==> src/hdl/pdm_pkg.sv <==
`default_nettype none
package pdm_pkg;
   localparam int PORT_A_WIDTH = 8;
   localparam int IRQ_WIDTH = 8;
   localparam int WDT_WIDTH = 18;
   // Register byte addresses
   localparam logic [7:0] ADDR_CLOCK_CTRL = 8'h00;
   localparam logic [7:0] ADDR_WAKE_EN = 8'h04;
   localparam logic [7:0] ADDR_STATUS = 8'h08;
   localparam logic [7:0] ADDR_WDT_CTRL = 8'h0C;
   localparam logic [7:0] ADDR_WDT_COUNT = 8'h10;
   localparam logic [7:0] ADDR_WDT_LIMIT = 8'h14;
   // Clock control fields
   localparam int CC_FAST_KEEP = 0;
   localparam int CC_SLOW_KEEP = 1;
   localparam int CC_SLOW_SRC = 2;
   localparam int CC_SYS_SLOW = 3;
   // Status fields
   localparam int ST_PDF = 0;
   localparam int ST_TO = 1;
   localparam int ST_MODE = 2;
   localparam int ST_WAIT_OSC = 7;
   localparam int ST_SLOW_STABLE = 8;
   localparam logic [31:0] WDT_LIMIT_RESET = 32'h0003FFFF;
   localparam logic [1:0] HTRANS_NONSEQ = 2'h2;
   localparam logic [2:0] HSIZE_WORD = 3'h2;
   typedef enum logic [4:0] {
      ST_RUN = 5'h01,
      ST_SLEEP = 5'h02,
      ST_IDLE0 = 5'h04,
      ST_IDLE1 = 5'h08,
      ST_IDLE2 = 5'h10
   } pd_state_t;
   typedef enum logic [1:0] {
      RES_NONE = 2'h0,
      RES_NEXT = 2'h1,
      RES_IRQ = 2'h2,
      RES_WDT = 2'h3
   } resume_t;
endpackage
`default_nettype wire

==> src/hdl/wake_edge_detect.sv <==
`default_nettype none
module wake_edge_detect (
   input wire logic hclk,
   input wire logic hresetn,
   input wire logic [pdm_pkg::PORT_A_WIDTH-1:0] port_a_pins,
   input wire logic [pdm_pkg::PORT_A_WIDTH-1:0] port_a_wake_enable,
   output logic port_a_wake
);
   logic [pdm_pkg::PORT_A_WIDTH-1:0] prev_q;
   logic [pdm_pkg::PORT_A_WIDTH-1:0] fall;
   always_ff @(posedge hclk or negedge hresetn) begin
      if (!hresetn) begin
         prev_q <= '1;
      end else begin
         prev_q <= port_a_pins;
      end
   end
   genvar i;
   generate
      for (i = 0; i < pdm_pkg::PORT_A_WIDTH; i++) begin : g_pin
         // Only enabled pins, only high-to-low
         assign fall[i] = port_a_wake_enable[i] & prev_q[i] & ~port_a_pins[i];
      end
   endgenerate
   assign port_a_wake = |fall;
endmodule
`default_nettype wire

==> src/hdl/power_down_mode_wake_control.sv <==
// Functional notes
// - Halt with both keep bits 0 enters sleep; only watchdog runs.
// - Halt with fast keep 0, slow keep 1 enters idle0; slow clock runs.
// - Halt with both keep bits 1 enters idle1; both clocks run.
// - Halt with fast keep 1, slow keep 0 enters idle2; fast clock runs.
// - Power-down halts fetch at halt; memory, registers and ports kept.
// - Halt sets powered-down flag and clears watchdog expiry flag.
// - Power-down entry clears watchdog counter; counts on only if enabled.
// - Wake on port A fall, external clear pin, interrupt, watchdog overflow.
// - External clear pin wake gives a full system reset.
// - Watchdog overflow in power-down sets expiry flag, resets PC and SP only.
// - Powered-down flag cleared by power-up or clear-watchdog, set by halt.
// - Per-pin port A wake enable; only enabled pins, only falling edges.
// - Port A wake resumes at instruction after halt.
// - Disabled or stack-full wake interrupt resumes after halt, stays pending.
// - Interrupt already pending before power-down cannot wake that period.
// - Wake from sleep to fast waits for selected fast oscillator stable.
// - Fast and slow oscillators settle separately; slow may lag first fetch.
// - Peripheral clock follows system clock source, fast or slow.
// - Slow clock from slow crystal or internal slow osc per select bit.
//
// The address map and register access over AHB-Lite were left to the implementer.
`default_nettype none
module power_down_mode_wake_control (
   input wire logic hclk,
   input wire logic hresetn,
   input wire logic hsel,
   input wire logic [31:0] haddr,
   input wire logic [1:0] htrans,
   input wire logic hwrite,
   input wire logic [2:0] hsize,
   input wire logic [31:0] hwdata,
   input wire logic hready,
   output logic [31:0] hrdata,
   output logic hreadyout,
   output logic hresp,
   input wire logic halt_exec,
   input wire logic clear_watchdog_exec,
   input wire logic [pdm_pkg::PORT_A_WIDTH-1:0] port_a_pins,
   input wire logic external_clear_pin_n,
   input wire logic [pdm_pkg::IRQ_WIDTH-1:0] irq_request,
   input wire logic [pdm_pkg::IRQ_WIDTH-1:0] irq_enable,
   input wire logic stack_full,
   input wire logic fast_src_is_crystal,
   input wire logic internal_fast_osc_stable,
   input wire logic crystal_fast_osc_stable,
   input wire logic slow_crystal_stable,
   input wire logic fast_osc_clk,
   input wire logic slow_crystal_clk,
   input wire logic slow_internal_clk,
   output logic fast_clock_en,
   output logic slow_clock_en,
   output logic core_clock_en,
   output logic periph_clock_src_slow,
   output logic slow_clock,
   output logic fetch_hold,
   output logic resume_next,
   output logic irq_take,
   output logic pc_sp_reset,
   output logic system_reset_req,
   output logic powered_down_flag,
   output logic watchdog_expiry_flag
);
   logic [3:0] clk_ctrl_q;
   logic [pdm_pkg::PORT_A_WIDTH-1:0] port_a_wake_enable_q;
   logic watchdog_enable_q;
   logic [pdm_pkg::WDT_WIDTH-1:0] watchdog_counter_q;
   logic [pdm_pkg::WDT_WIDTH-1:0] wdt_limit_q;
   logic pdf_q;
   logic to_q;
   pdm_pkg::pd_state_t state_q;
   logic osc_wait_q;
   logic [pdm_pkg::IRQ_WIDTH-1:0] irq_masked_q;
   logic [pdm_pkg::IRQ_WIDTH-1:0] irq_pending_q;
   logic [pdm_pkg::IRQ_WIDTH-1:0] new_irq;
   logic clr_pin_q;
   logic resume_next_q;
   logic irq_take_q;
   logic pc_sp_reset_q;
   logic sys_reset_q;
   logic [7:0] addr_q;
   logic wr_q;
   logic rd_pend;
   logic [31:0] rdata_q;
   logic port_a_wake;
   logic asleep;
   logic wdt_overflow;
   logic wake_irq;
   logic wake_any;
   logic fast_stable;
   logic bus_req;

   // Bus slave: zero wait states, OKAY always
   assign bus_req = hsel & hready & htrans[1] & (hsize == pdm_pkg::HSIZE_WORD);
   assign hreadyout = 1'b1;
   assign hresp = 1'b0;
   assign hrdata = rdata_q;

   always_ff @(posedge hclk or negedge hresetn) begin
      if (!hresetn) begin
         addr_q <= 8'h00;
         wr_q <= 1'b0;
         rd_pend <= 1'b0;
      end else begin
         addr_q <= haddr[7:0];
         wr_q <= bus_req & hwrite;
         rd_pend <= bus_req & ~hwrite;
      end
   end

   // Read data is captured in the address phase so it stands in the data phase
   always_ff @(posedge hclk or negedge hresetn) begin
      if (!hresetn) begin
         rdata_q <= 32'h00000000;
      end else if (bus_req & ~hwrite) begin
         unique case (haddr[7:0])
            pdm_pkg::ADDR_CLOCK_CTRL: rdata_q <= {28'h0000000, clk_ctrl_q};
            pdm_pkg::ADDR_WAKE_EN: rdata_q <= {24'h000000, port_a_wake_enable_q};
            pdm_pkg::ADDR_STATUS: rdata_q <= {23'h000000, slow_crystal_stable,
                                              osc_wait_q, state_q, to_q, pdf_q};
            pdm_pkg::ADDR_WDT_CTRL: rdata_q <= {31'h00000000, watchdog_enable_q};
            pdm_pkg::ADDR_WDT_COUNT: rdata_q <= {14'h0000, watchdog_counter_q};
            pdm_pkg::ADDR_WDT_LIMIT: rdata_q <= {14'h0000, wdt_limit_q};
            default: rdata_q <= 32'h00000000;
         endcase
      end
   end

   always_ff @(posedge hclk or negedge hresetn) begin
      if (!hresetn) begin
         clk_ctrl_q <= 4'h0;
         port_a_wake_enable_q <= '0;
         watchdog_enable_q <= 1'b1;
         wdt_limit_q <= pdm_pkg::WDT_LIMIT_RESET[pdm_pkg::WDT_WIDTH-1:0];
      end else if (wr_q) begin
         unique case (addr_q)
            pdm_pkg::ADDR_CLOCK_CTRL: clk_ctrl_q <= hwdata[3:0];
            pdm_pkg::ADDR_WAKE_EN:
               port_a_wake_enable_q <= hwdata[pdm_pkg::PORT_A_WIDTH-1:0];
            pdm_pkg::ADDR_WDT_CTRL: watchdog_enable_q <= hwdata[0];
            pdm_pkg::ADDR_WDT_LIMIT: wdt_limit_q <= hwdata[pdm_pkg::WDT_WIDTH-1:0];
            default: ;
         endcase
      end
   end

   wake_edge_detect u_wake_edge (
      .hclk(hclk),
      .hresetn(hresetn),
      .port_a_pins(port_a_pins),
      .port_a_wake_enable(port_a_wake_enable_q),
      .port_a_wake(port_a_wake)
   );

   assign asleep = (state_q != pdm_pkg::ST_RUN);
   assign wdt_overflow = watchdog_enable_q & (watchdog_counter_q == wdt_limit_q);

   // Requests already set at entry are masked from waking this period
   assign new_irq = irq_request & ~irq_masked_q;
   assign wake_irq = |new_irq;
   assign wake_any = port_a_wake | wake_irq | wdt_overflow | clr_pin_q;
   assign fast_stable = fast_src_is_crystal ? crystal_fast_osc_stable
                                            : internal_fast_osc_stable;

   always_ff @(posedge hclk or negedge hresetn) begin
      if (!hresetn) begin
         clr_pin_q <= 1'b0;
      end else begin
         clr_pin_q <= ~external_clear_pin_n;
      end
   end

   always_ff @(posedge hclk or negedge hresetn) begin
      if (!hresetn) begin
         state_q <= pdm_pkg::ST_RUN;
      end else if (!asleep) begin
         if (halt_exec) begin
            unique case ({clk_ctrl_q[pdm_pkg::CC_FAST_KEEP], clk_ctrl_q[pdm_pkg::CC_SLOW_KEEP]})
               2'h0: state_q <= pdm_pkg::ST_SLEEP;
               2'h1: state_q <= pdm_pkg::ST_IDLE0;
               2'h3: state_q <= pdm_pkg::ST_IDLE1;
               2'h2: state_q <= pdm_pkg::ST_IDLE2;
            endcase
         end
      end else if (wake_any) begin
         state_q <= pdm_pkg::ST_RUN;
      end
   end

   always_ff @(posedge hclk or negedge hresetn) begin
      if (!hresetn) begin
         irq_masked_q <= '0;
      end else if (!asleep && halt_exec) begin
         irq_masked_q <= irq_request;
      end else if (asleep) begin
         irq_masked_q <= irq_masked_q & irq_request;
      end
   end

   // Interrupt that woke the core but could not be serviced yet
   always_ff @(posedge hclk or negedge hresetn) begin
      if (!hresetn) begin
         irq_pending_q <= '0;
      end else if (asleep && wake_any) begin
         irq_pending_q <= new_irq & ~(irq_enable & {pdm_pkg::IRQ_WIDTH{~stack_full}});
      end else begin
         irq_pending_q <= irq_pending_q & irq_request &
                          ~(irq_enable & {pdm_pkg::IRQ_WIDTH{~stack_full}});
      end
   end

   // Fetch held after a sleep wake to the fast system clock until the fast oscillator reports stable
   always_ff @(posedge hclk or negedge hresetn) begin
      if (!hresetn) begin
         osc_wait_q <= 1'b0;
      end else if (state_q == pdm_pkg::ST_SLEEP && wake_any && !clr_pin_q &&
                   !clk_ctrl_q[pdm_pkg::CC_SYS_SLOW]) begin
         osc_wait_q <= ~fast_stable;
      end else if (fast_stable) begin
         osc_wait_q <= 1'b0;
      end
   end

   // Wake outcome pulses, one cycle each
   always_ff @(posedge hclk or negedge hresetn) begin
      if (!hresetn) begin
         resume_next_q <= 1'b0;
         irq_take_q <= 1'b0;
         pc_sp_reset_q <= 1'b0;
         sys_reset_q <= 1'b0;
      end else begin
         sys_reset_q <= asleep & clr_pin_q;
         pc_sp_reset_q <= asleep & ~clr_pin_q & wdt_overflow;
         irq_take_q <= asleep & ~clr_pin_q & ~wdt_overflow &
                       |(new_irq & irq_enable) & ~stack_full;
         resume_next_q <= asleep & ~clr_pin_q & ~wdt_overflow & wake_any &
                          ~(|(new_irq & irq_enable) & ~stack_full);
      end
   end

   always_ff @(posedge hclk or negedge hresetn) begin
      if (!hresetn) begin
         pdf_q <= 1'b0;
      end else if (!asleep && halt_exec) begin
         pdf_q <= 1'b1;
      end else if (clear_watchdog_exec || (asleep && clr_pin_q)) begin
         pdf_q <= 1'b0;
      end
   end

   // Overflow setting the flag wins over the halt clearing it
   always_ff @(posedge hclk or negedge hresetn) begin
      if (!hresetn) begin
         to_q <= 1'b0;
      end else if (wdt_overflow) begin
         to_q <= 1'b1;
      end else if (!asleep && halt_exec) begin
         to_q <= 1'b0;
      end else if (asleep && clr_pin_q) begin
         to_q <= 1'b0;
      end
   end

   always_ff @(posedge hclk or negedge hresetn) begin
      if (!hresetn) begin
         watchdog_counter_q <= '0;
      end else if ((!asleep && halt_exec) || clear_watchdog_exec || clr_pin_q ||
                   wdt_overflow) begin
         watchdog_counter_q <= '0;
      end else if (watchdog_enable_q) begin
         watchdog_counter_q <= watchdog_counter_q + 1'b1;
      end
   end

   // Core clock gated in every power-down mode; state kept by not clocking
   assign core_clock_en = ~asleep & ~osc_wait_q;
   assign fetch_hold = asleep | osc_wait_q;
   assign fast_clock_en = (state_q == pdm_pkg::ST_RUN) | (state_q == pdm_pkg::ST_IDLE1) |
                          (state_q == pdm_pkg::ST_IDLE2);
   // Slow clock enable independent of the fast settle wait
   assign slow_clock_en = (state_q == pdm_pkg::ST_RUN) | (state_q == pdm_pkg::ST_IDLE0) |
                          (state_q == pdm_pkg::ST_IDLE1);
   assign periph_clock_src_slow = clk_ctrl_q[pdm_pkg::CC_SYS_SLOW];
   // Plain mux; a glitch-free switch is expected downstream
   assign slow_clock = clk_ctrl_q[pdm_pkg::CC_SLOW_SRC] ? slow_crystal_clk
                                                         : slow_internal_clk;
   assign resume_next = resume_next_q;
   assign irq_take = irq_take_q;
   assign pc_sp_reset = pc_sp_reset_q;
   assign system_reset_req = sys_reset_q;
   assign powered_down_flag = pdf_q;
   assign watchdog_expiry_flag = to_q;

   logic unused_ok;
   assign unused_ok = fast_osc_clk ^ rd_pend ^ (|irq_pending_q) ^ haddr[31] ^ hwdata[31];
endmodule
`default_nettype wire

==> config.mk <==
export PLATFORM = sky130hd
export DESIGN_NAME = power_down_mode_wake_control
export DESIGN_NICKNAME = d
export VERILOG_FILES = /design/src/hdl/pdm_pkg.sv /design/src/hdl/wake_edge_detect.sv /design/src/hdl/power_down_mode_wake_control.sv
export SDC_FILE = /design/constraint.sdc
export NUM_CORES = 1
export LEC_CHECK = 0
export BUFFER_PORTS_ARGS = -buffer_cell sky130_fd_sc_hd__clkbuf_2
export CORE_ASPECT_RATIO = 1.2
export CORE_MARGIN = 5
export CORE_UTILIZATION = 55
export DETAILED_ROUTE_END_ITERATION = 10
export GPL_TIMING_DRIVEN = 0
export PLACE_DENSITY = 0.87
export SYNTH_ARGS = -nofsm -noshare
export SYNTH_HDL_FRONTEND = slang
export SYNTH_SLANG_ARGS = --single-unit
==> constraint.sdc <==
create_clock -name hclk -period 4 [get_ports hclk]
set_clock_uncertainty 0.2 [all_clocks]
set_input_delay 0.2 -clock hclk [delete_from_list [all_inputs] [get_ports hclk]]
set_output_delay 0.2 -clock hclk [all_outputs]
set_load 0.005 [all_outputs]
==> results.md, run 1 <==
- Status: completed
- Die area: 0.0114 mm²
- Maximum fanout along the worst path: 9
- Post-cts resize count: 0
- # DRC: 0
- Area Growth Syn to Fin: 28.3%
- Post-route insts no fill: 761
- Total CTS buffers: 9
- Fmax achieved: 0.416 GHz
- Vias per cell: about 5.5
- Endpoints failing setup: 0
- Reg2reg start: watchdog_enable_q
- Cell count after synthesis: 459
- Seq/Total Area, Yosys: 0.517
- CP Data Required Time: 4.09 ns
- Overall global routing resource usage: 0.236
- Floorplan row count: 38
- Tmin final: 2.40 ns
- EDFF count, synth: 0
- Max-slew headroom: 0.515
- Commonest non-fill, non-tap cell in the layout: clkbuf_2
- Setup ws final: 1.60 ns
- Setup TNS: 0 ns
- Synth Area per Inst: 11.2 µm²
- RSZ-0062 raised after global routing: no
- Synth Flop Type: dfrtp_1
- Share of cells above drive strength 1: 0.298
- Core ar.: 0.00908 mm²
- Placed insts: approximately 700
- First-pass GRT wire length: ~21 mm
- Chip height: 116 µm
- Worst hold margin: 0.148 ns
- Placement Setup Slack: 1.70 ns
- Worst-skew pair later-pin latency: 0.38 ns
- Post-layout instance area: 0.00661 mm²
- HP Start: irq_enable[2]
- GRT Residual Overflow: 0
- Startpoint Class: register
- Distinct cells, synth: 55
- Drt pass-1 iters: 5
- Final WL: approximately 13 mm
- Placer Congestion: 0.942
- Tcrit/Tclk final: 0.601
- Type of element capturing the critical path: register
- Post-DRT Antenna Nets: 0
- Crit path cell chain: buf_2, nand4_1, nor3_1, nand4_1, xor2_1, nor3_1
- Ys async rst share: 1.00
- Slowest cell delay on critical path: 0.58 ns
- I/O pin count: 155
- Max_cap viols: 0
- Clock Pin Slew Worst Setup and Hold Paths: 0.10 ns
- Nets: about 750
- Tightest Pin Transition: slightly above 0.7 ns
- CP max-delay cell: nor3_1
- Die Width: 98.4 µm
- Delay-heaviest family, CP: simple AND/OR/NAND/NOR gates
- CTS tree: done
- Worst-case clock buffer depth: 2
- Peak VDD IR: 0.235 mV
- Arrival time at the worst endpoint: roughly 2.5 ns
- Synthesis warning total: 0
- Ant. Diodes: 0
- Initial antenna violation count: 0
- Drt wl/cell: 16.9 µm
- Clk root buf: clkbuf_8
- Area after DPL: 0.00588 mm²
- Critical path class: register to register
- Worst Setup SP: watchdog_enable_q
- Vias: 4219
- Hold Path Class: input pin to register
- Synth Register Bits: ~110
- Port bufs: 98
- Final max-slew violation count: 0
- DRT iter0 DRCs: approximately 240
- Most frequent cells in the layout: 97 x clkbuf_2, 77 x dfrtp_1, 55 x nand2_1
- HPWL after detailed placement: 9.04 mm
- Vias in the first global route: 4405
- Worst path bufs/invs: 1
- Post-Syn Area: 0.00515 mm²
- Pwr Density: 331 mW/mm²
- Leak pwr: 3.06 nW
- Clock sink total: roughly 110
- Largest net degree at the start of global routing: 67
- Starting Density: 0.567
- H-tree Lvls: 3
- Final hold vios: 0
-- tightest hold or removal path: stages --
cell and delay [ns]:
clkbuf_2 0.08, a22oi_1 0.15, a41o_1 0.22, nor4_1 0.05
-- per-stage QoR --
stage          utilization  total power (W)
2_1_floorplan            -          0.00134
3_3_place_gp         0.644          0.00145
3_5_place_dp         0.647          0.00147
4_1_cts              0.728          0.00219
5_1_grt              0.728          0.00228
6_report             0.728          0.00219
-- flip-flops by register name, summed over array words and instances (netlist names), 4 cells and up --
name                  count
addr_q                    8
clk_ctrl_q                4
hrdata                   18
irq_masked_q              8
port_a_wake_enable_q      8
state_q                   5
u_wake_edge.prev_q        8
watchdog_counter_q       18
wdt_limit_q              18
-- synthesized netlist by cell type, types with 2 or more instances --
| cell type | n | area share |
|---|---|---|
| a221oi_1 | 3 | 0.0051 |
| a22o_1 | 4 | 0.0068 |
| a22oi_1 | 11 | 0.016 |
| and2_1 | 4 | 0.0049 |
| and3_1 | 2 | 0.0024 |
| and4_1 | 3 | 0.0051 |
| buf_2 | 7 | 0.0068 |
| buf_4 | 18 | 0.026 |
| clkbuf_1 | 9 | 0.0066 |
| conb_1 | 2 | 0.0015 |
| dfrtp_1 | 77 | 0.37 |
| dfstp_2 | 28 | 0.14 |
| inv_1 | 4 | 0.0029 |
| mux2_1 | 33 | 0.072 |
| mux2_2 | 3 | 0.0066 |
| mux2i_1 | 17 | 0.033 |
| nand2_1 | 55 | 0.040 |
| nand2b_1 | 2 | 0.0024 |
| nand3_1 | 7 | 0.0068 |
| nand3_2 | 2 | 0.0039 |
| nand3b_1 | 3 | 0.0044 |
| nand4_1 | 11 | 0.013 |
| nand4_2 | 2 | 0.0049 |
| nor2_1 | 12 | 0.0087 |
| nor2b_1 | 6 | 0.0073 |
| nor2b_2 | 5 | 0.0085 |
| nor2b_4 | 2 | 0.0053 |
| nor3_1 | 25 | 0.024 |
| nor4_1 | 4 | 0.0049 |
| nor4_4 | 3 | 0.012 |
| o21ai_0 | 10 | 0.0097 |
| o21ai_1 | 20 | 0.019 |
| o22ai_1 | 6 | 0.0073 |
| o22ai_2 | 2 | 0.0049 |
| or3_1 | 2 | 0.0024 |
| xnor2_1 | 14 | 0.024 |
| xor2_1 | 23 | 0.039 |
-- cell type report --
class	instances	area, µm²
inverters	4	15.0
multi-input cells	329	2320
fillers	618	2470
clock inverters	4	48.8
plain buffers	35	208
repair buffers	152	1050
clock buffers	12	155
flip-flops and latches	105	2660
well taps	120	150
-- where the power goes --
part	internal, W	switching (W)
Clock	0.000325	0.000362
Combinational	0.000163	0.000170
Sequential	0.00112	0.0000430
Total	0.00161	0.000575
-- worst paths after layout --
| check | end | slack, ns | cells past startpoint |
|---|---|---|---|
| worst max-delay path | watchdog_counter_q[17] | 1.60 | 6 |
| worst min-delay path | irq_take | 0.15 | 4 |
| worst max register to register | watchdog_counter_q[17] | 1.60 | 6 |
| worst min register to register | hrdata[16] | 0.30 | 2 |
| max in group asynchronous | wdt_limit_q[9] | 2.66 | 3 |
| min in group asynchronous | port_a_wake_enable_q[1] | 0.18 | 2 |
-- cells by family after synthesis --
family / after synthesis / synth area share
other: 2 / 0.00146
buffers and inverters: 39 / 0.0432
xor gates and xnor gates: 37 / 0.0629
DFF: 105 / 0.517
AOI/OAI and AO/OA: 64 / 0.0833
muxes: 53 / 0.112
adders and majority gates: 1 / 0.00243
and+or+nand+nor: 158 / 0.178
-- routing by layer --
layer  up-vias  GRT usage  part of all wire
li1       1961          -                 -
met1      2065      0.282              0.40
met2       169      0.420              0.52
met3        24     0.0572             0.065
met4         0     0.0820             0.019
met5         -          0                 0
-- what timing repair did --
item | in CTS | in global routing
setup endpoints to repair | 0 | 0
hold buffers | 53 | 0
buffers inserted | 0 | 0
endpoints found under the hold margin | 97 | 0
(Power assumes the default switching activity.)
==> run 2: changes to the inputs <==
--- a/config.mk
+++ b/config.mk
@@ -8,10 +8,10 @@
 export BUFFER_PORTS_ARGS = -buffer_cell sky130_fd_sc_hd__clkbuf_2
 export CORE_ASPECT_RATIO = 1.2
 export CORE_MARGIN = 5
-export CORE_UTILIZATION = 55
+export CORE_UTILIZATION = 52
 export DETAILED_ROUTE_END_ITERATION = 10
 export GPL_TIMING_DRIVEN = 0
-export PLACE_DENSITY = 0.87
+export PLACE_DENSITY = 0.83
 export SYNTH_ARGS = -nofsm -noshare
 export SYNTH_HDL_FRONTEND = slang
 export SYNTH_SLANG_ARGS = --single-unit
==> constraint.sdc (replaced) <==
create_clock -name hclk -period 2.38 [get_ports hclk]
set_clock_uncertainty 0.2 [all_clocks]
set_input_delay 0.119 -clock hclk [delete_from_list [all_inputs] [get_ports hclk]]
set_output_delay 0.119 -clock hclk [all_outputs]
set_load 0.005 [all_outputs]
==> results.md, run 2 (synthesis gave the netlist of run 1 again) <==
- Starting Density: 0.536 (was 0.567)
- CTS tree: done (unchanged)
- Clock Pin Slew Worst Setup and Hold Paths: 0.07 ns (was 0.10 ns)
- Die Width: 101 µm (was 98.4 µm)
- Max-slew headroom: 0.511 (was 0.515)
- Hold Path Class: input pin to register (unchanged)
- Post-DRT Antenna Nets: 0 (unchanged)
- CP Data Required Time: 2.42 ns (was 4.09 ns)
- Vias: 4174 (was 4219)
- Drt wl/cell: 17.4 µm (was 16.9 µm)
- Final WL: 13.3 mm (was 12.9 mm)
- Worst-case clock buffer depth: 2 (unchanged)
- Largest net degree at the start of global routing: 67 (unchanged)
- Top layer reached by signal wires: met4 (unchanged)
- Chip height: 119 µm (was 116 µm)
- Commonest non-fill, non-tap cell in the layout: clkbuf_2 (unchanged)
- Tmin final: 2.30 ns (was 2.40 ns)
- Arrival time at the worst endpoint: 2.34 ns (was 2.49 ns)
- Clock sink total: 105 (unchanged)
- Final max-slew violation count: 0 (unchanged)
- Tcrit/Tclk final: 0.967 (was 0.601)
- Tightest Pin Transition: 0.734 ns (was 0.722 ns)
- Overall global routing resource usage: 0.231 (was 0.236)
- GRT Residual Overflow: 0 (unchanged)
- Max_cap viols: 0 (unchanged)
- Critical path class: register to register (unchanged)
- Wire length on met3: 774 µm (was 844 µm)
- Area after DPL: 0.00588 mm² (about the same)
- Fmax achieved: 0.434 GHz (was 0.416 GHz)
- Metal2 WL: 6.99 mm (was 6.65 mm)
- Total CTS buffers: 9 (unchanged)
- Port bufs: 98 (unchanged)
- Pwr Density: 595 mW/mm² (was 331 mW/mm²)
- Die area: 0.0120 mm² (was 0.0114 mm²)
- Wl on met1: 5.32 mm (was 5.15 mm)
- Type of element capturing the critical path: register (unchanged)
- H-tree Lvls: 3 (unchanged)
- HPWL after detailed placement: 9.27 mm (was 9.04 mm)
- Clk root buf: clkbuf_16 (was clkbuf_8)
- Placed insts: 695 (was 692)
- Maximum fanout along the worst path: 5 (was 9)
- Post-layout instance area: 0.00675 mm² (was 0.00661 mm²)
- Peak VDD IR: 0.408 mV (was 0.235 mV)
- Floorplan row count: 39 (was 38)
- Most frequent cells in the layout: 97 x clkbuf_2, 77 x dfrtp_1, 55 x nand2_1 (unchanged)
- First-pass GRT wire length: 21.8 mm (was 21.5 mm)
- Startpoint Class: register (unchanged)
- Worst-skew pair later-pin latency: 0.35 ns (was 0.38 ns)
- Post-route insts no fill: 766 (was 761)
- Ant. Diodes: 0 (unchanged)
- Vias in the first global route: 4334 (was 4405)
- # DRC: 0 (unchanged)
- DRT iter0 DRCs: 300 (was 243)
- Vias per cell: 5.45 (was 5.54)
- Status: completed (unchanged)
- Final hold vios: 0 (unchanged)
- Share of cells above drive strength 1: 0.306 (was 0.298)
- Area Growth Syn to Fin: 31.0% (was 28.3%)
- Nets: 748 (was 746)
- Endpoints failing setup: 0 (unchanged)
- Placer Congestion: 0.864 (was 0.942)
- Leak pwr: 3.11 nW (was 3.06 nW)
- I/O pin count: 155 (unchanged)
- Core ar.: 0.00961 mm² (was 0.00908 mm²)
- Initial antenna violation count: 0 (unchanged)
- Drt pass-1 iters: 5 (unchanged)
[run 2: cell types whose count changed in the layout (fill, tap and decap cells not counted), sizes merged]
| cell | previous run | this run |
|---|---|---|
| clkbuf | 119 | 118 |
| buf | 27 | 30 |
| clkinv | 2 | 1 |
| clkinvlp | 0 | 1 |
[run 2: area by class of cell]
type / instances / area [µm²]
Buffer: 34 / 204
Clock buffer: 12 / 246
Clock inverter: 4 / 51.3
Fill cell: 698 / 2860
Inverter: 4 / 15.0
Multi-Input combinational cell: 329 / 2340
Sequential cell: 105 / 2660
Tap cell: 123 / 154
Timing Repair Buffer: 155 / 1070
[run 2: power by group]
| part | switching [W] | internal, W |
|---|---|---|
| Clock | 0.000644 | 0.000847 |
| Sequential | 0.0000820 | 0.00189 |
| Combinational | 0.000277 | 0.000273 |
| Total | 0.00100 | 0.00301 |
[run 2: timing repair]
item | 4_1_cts | 5_1_grt
setup endpoints to repair | 20 | 23
hold endpoints to repair | 108 | 0
setup buffers | 3 | 0
pin swaps | 1 | 0
resized for setup | 0 | 4
hold buffers | 53 | 0
[run 2: through the flow]
| stage | total power (W) | setup TNS [ns] | util | hold WS, ns | setup slack [ns] |
|---|---|---|---|---|---|
| final | 0.00401 | 0 | 0.702 | 0.103 | 0.0777 |
| after global routing | 0.00419 | -0.0142 | 0.702 | 0.125 | -0.00886 |
| after CTS | 0.00402 | 0 | 0.700 | 0.0919 | 0.0424 |
| after detailed placement | 0.00247 | -1.51 | 0.612 | -0.0287 | -0.0960 |
| after global placement | 0.00244 | -21.26 | 0.608 | 0.0238 | -0.283 |
| after floorplan | 0.00225 | 0 | - | -0.377 | 0.480 |
[run 2: worst paths after layout]
path	start	end	slack, ns	cells after the start
max in group asynchronous	hresetn	wdt_limit_q[11]	1.07	3
min in group asynchronous	hresetn	wr_q	0.14	2
worst max-delay path	wdt_limit_q[10]	resume_next	0.08	7
worst min-delay path	irq_enable[1]	irq_take	0.10	4
worst max register to register	wdt_limit_q[10]	resume_next	0.08	7
worst min register to register	hrdata[14]	hrdata[14]	0.29	2
[run 2: worst max-delay path: stages, from the launching register on]
cell and delay (ns):
dfstp_2 0.56, xor2_1 0.09, nor4_2 0.36, nand2_1 0.17, nor4_4 0.31, buf_4 0.20
buf_4 0.13, and4b_1 0.18
[run 2: per-layer routing]
metal,GRT usage,vias up
met1,0.281,2045
met3,0.0556,24
li1,-,1965
met5,0,-
met2,0.405,140
met4,0.0632,0
==> run 3: changes to the inputs <==
==> constraint.sdc (replaced) <==
create_clock -name hclk -period 2.45 [get_ports hclk]
set_clock_uncertainty 0.2 [all_clocks]
set_input_delay 0.1225 -clock hclk [delete_from_list [all_inputs] [get_ports hclk]]
set_output_delay 0.1225 -clock hclk [all_outputs]
set_load 0.02 [all_outputs]
==> results.md, run 3 (synthesis gave the netlist of run 1 again) <==
- Final max-slew violation count: 0 (unchanged)
- HPWL after detailed placement: 9.27 mm (unchanged)
- Area after DPL: 0.00588 mm² (unchanged)
- Clock sink total: 105 (unchanged)
- Max-slew headroom: 0.516 (was 0.511)
- Die Width: 101 µm (unchanged)
- Vias per cell: 5.43 (was 5.45)
- Endpoints failing setup: 0 (unchanged)
- Floorplan row count: 39 (unchanged)
- Die area: 0.0120 mm² (unchanged)
- Final hold vios: 0 (unchanged)
- Total power: 0.00395 W (was 0.00401 W)
- Critical path class: register to register (unchanged)
- H-tree Lvls: 3 (unchanged)
- Drt wl/cell: 17.4 µm (about the same)
- Clk root buf: clkbuf_16 (unchanged)
- Port bufs: 98 (unchanged)
- Final WL: 13.4 mm (was 13.3 mm)
- Clock Pin Slew Worst Setup and Hold Paths: 0.07 ns (about the same)
- Finished Core Util: 0.701 (was 0.702)
- CTS tree: done (unchanged)
- Chip height: 119 µm (unchanged)
- Worst-skew pair later-pin latency: 0.35 ns (about the same)
- Pwr Density: 586 mW/mm² (was 595 mW/mm²)
- RSZ-0062 raised after global routing: no
- Hold Path Class: input pin to register (unchanged)
- First-pass GRT wire length: 21.8 mm (unchanged)
- Startpoint Class: register (unchanged)
- Initial antenna violation count: 0 (unchanged)
- Fmax achieved: 0.431 GHz (was 0.434 GHz)
- Area Growth Syn to Fin: 30.8% (was 31.0%)
- # DRC: 0 (unchanged)
- Arrival time at the worst endpoint: 2.37 ns (was 2.34 ns)
- Placer Congestion: 0.864 (unchanged)
- Total CTS buffers: 9 (unchanged)
- Most frequent cells in the layout: 97 x clkbuf_2, 77 x dfrtp_1, 55 x nand2_1 (unchanged)
- Post-layout instance area: 0.00674 mm² (was 0.00675 mm²)
- Drt pass-1 iters: 5 (unchanged)
- Worst-case clock buffer depth: 2 (unchanged)
- Placement Setup Slack: -0.0260 ns (was -0.0960 ns)
- Ant. Diodes: 0 (unchanged)
- Vias in the first global route: 4334 (unchanged)
- Tcrit/Tclk final: 0.947 (was 0.967)
- Type of element capturing the critical path: register (unchanged)
- Commonest non-fill, non-tap cell in the layout: clkbuf_2 (unchanged)
- Largest net degree at the start of global routing: 67 (unchanged)
- GRT Residual Overflow: 0 (unchanged)
- Leak pwr: 3.11 nW (about the same)
- Nets: 748 (unchanged)
- Vias: 4157 (was 4174)
- I/O pin count: 155 (unchanged)
- Max_cap viols: 0 (unchanged)
- Share of cells above drive strength 1: 0.303 (was 0.306)
- Peak VDD IR: 0.401 mV (was 0.408 mV)
- DRT iter0 DRCs: 266 (was 300)
- Overall global routing resource usage: 0.231 (unchanged)
- Setup ws final: 0.129 ns (was 0.0777 ns)
- Status: completed (unchanged)
- Tightest Pin Transition: 0.726 ns (was 0.734 ns)
- Core ar.: 0.00961 mm² (unchanged)
- CP Data Required Time: 2.50 ns (was 2.42 ns)
- Starting Density: 0.536 (unchanged)
- Setup TNS: 0 ns (unchanged)
- Post-DRT Antenna Nets: 0 (unchanged)
- Tmin final: 2.32 ns (was 2.30 ns)
- Maximum fanout along the worst path: 9 (was 5)
-- run 3: stage by stage --
step                      instances  hold WS, ns
after floorplan                 473       -0.373
after global placement          694       0.0273
after detailed placement        695      -0.0252
after CTS                       767       0.0954
after global routing            766        0.128
final                           766        0.105
-- run 3: layout make-up --
| class | instances | area (µm²) |
|---|---|---|
| Fill cell | 700 | 2880 |
| Sequential cell | 105 | 2660 |
| Multi-Input combinational cell | 329 | 2330 |
| Timing Repair Buffer | 155 | 1070 |
| Clock buffer | 12 | 246 |
| Buffer | 34 | 204 |
| Tap cell | 123 | 154 |
| Clock inverter | 4 | 51.3 |
| Inverter | 4 | 15.0 |
-- run 3: timing repair --
item	4_1_cts	5_1_grt
resized for setup	0	2
pin swaps	1	0
hold buffers	53	0
setup endpoints to repair	20	5
endpoints found under the hold margin	107	0
buffers inserted	3	0
-- run 3: path summary, 6_finish.rpt --
| path | from | endpoint | cells after the start | slack [ns] |
|---|---|---|---|---|
| worst max-delay path | watchdog_enable_q | watchdog_counter_q[14] | 6 | 0.13 |
| worst min-delay path | irq_enable[1] | irq_take | 4 | 0.10 |
| worst max register to register | watchdog_enable_q | watchdog_counter_q[14] | 6 | 0.13 |
| worst min register to register | hrdata[14] | hrdata[14] | 2 | 0.29 |
| max in group asynchronous | hresetn | wdt_limit_q[10] | 3 | 1.14 |
| min in group asynchronous | hresetn | wr_q | 2 | 0.14 |
-- run 3: power breakdown --
part | switching [W] | leakage (nW) | internal [W]
logic | 0.000316 | 1.67 | 0.000266
clock network | 0.000629 | 0.143 | 0.000823
registers | 0.0000800 | 1.31 | 0.00184
-- run 3: critical path: stages (launching register included) --
cell     delay, ns
dfstp_2       0.52
buf_2         0.21
nand3_1       0.11
nor3_1        0.59
nand4_1       0.20
xor2_1        0.19
nor3_1        0.19
-- run 3: metal layers --
layer  global-route usage  vias to the layer above  share of wire
li1                     -                     1960              -
met1                0.281                     2023           0.40
met2                0.405                      148           0.52
met3               0.0556                       26          0.059
met4               0.0632                        0          0.020
met5                    0                        -              0
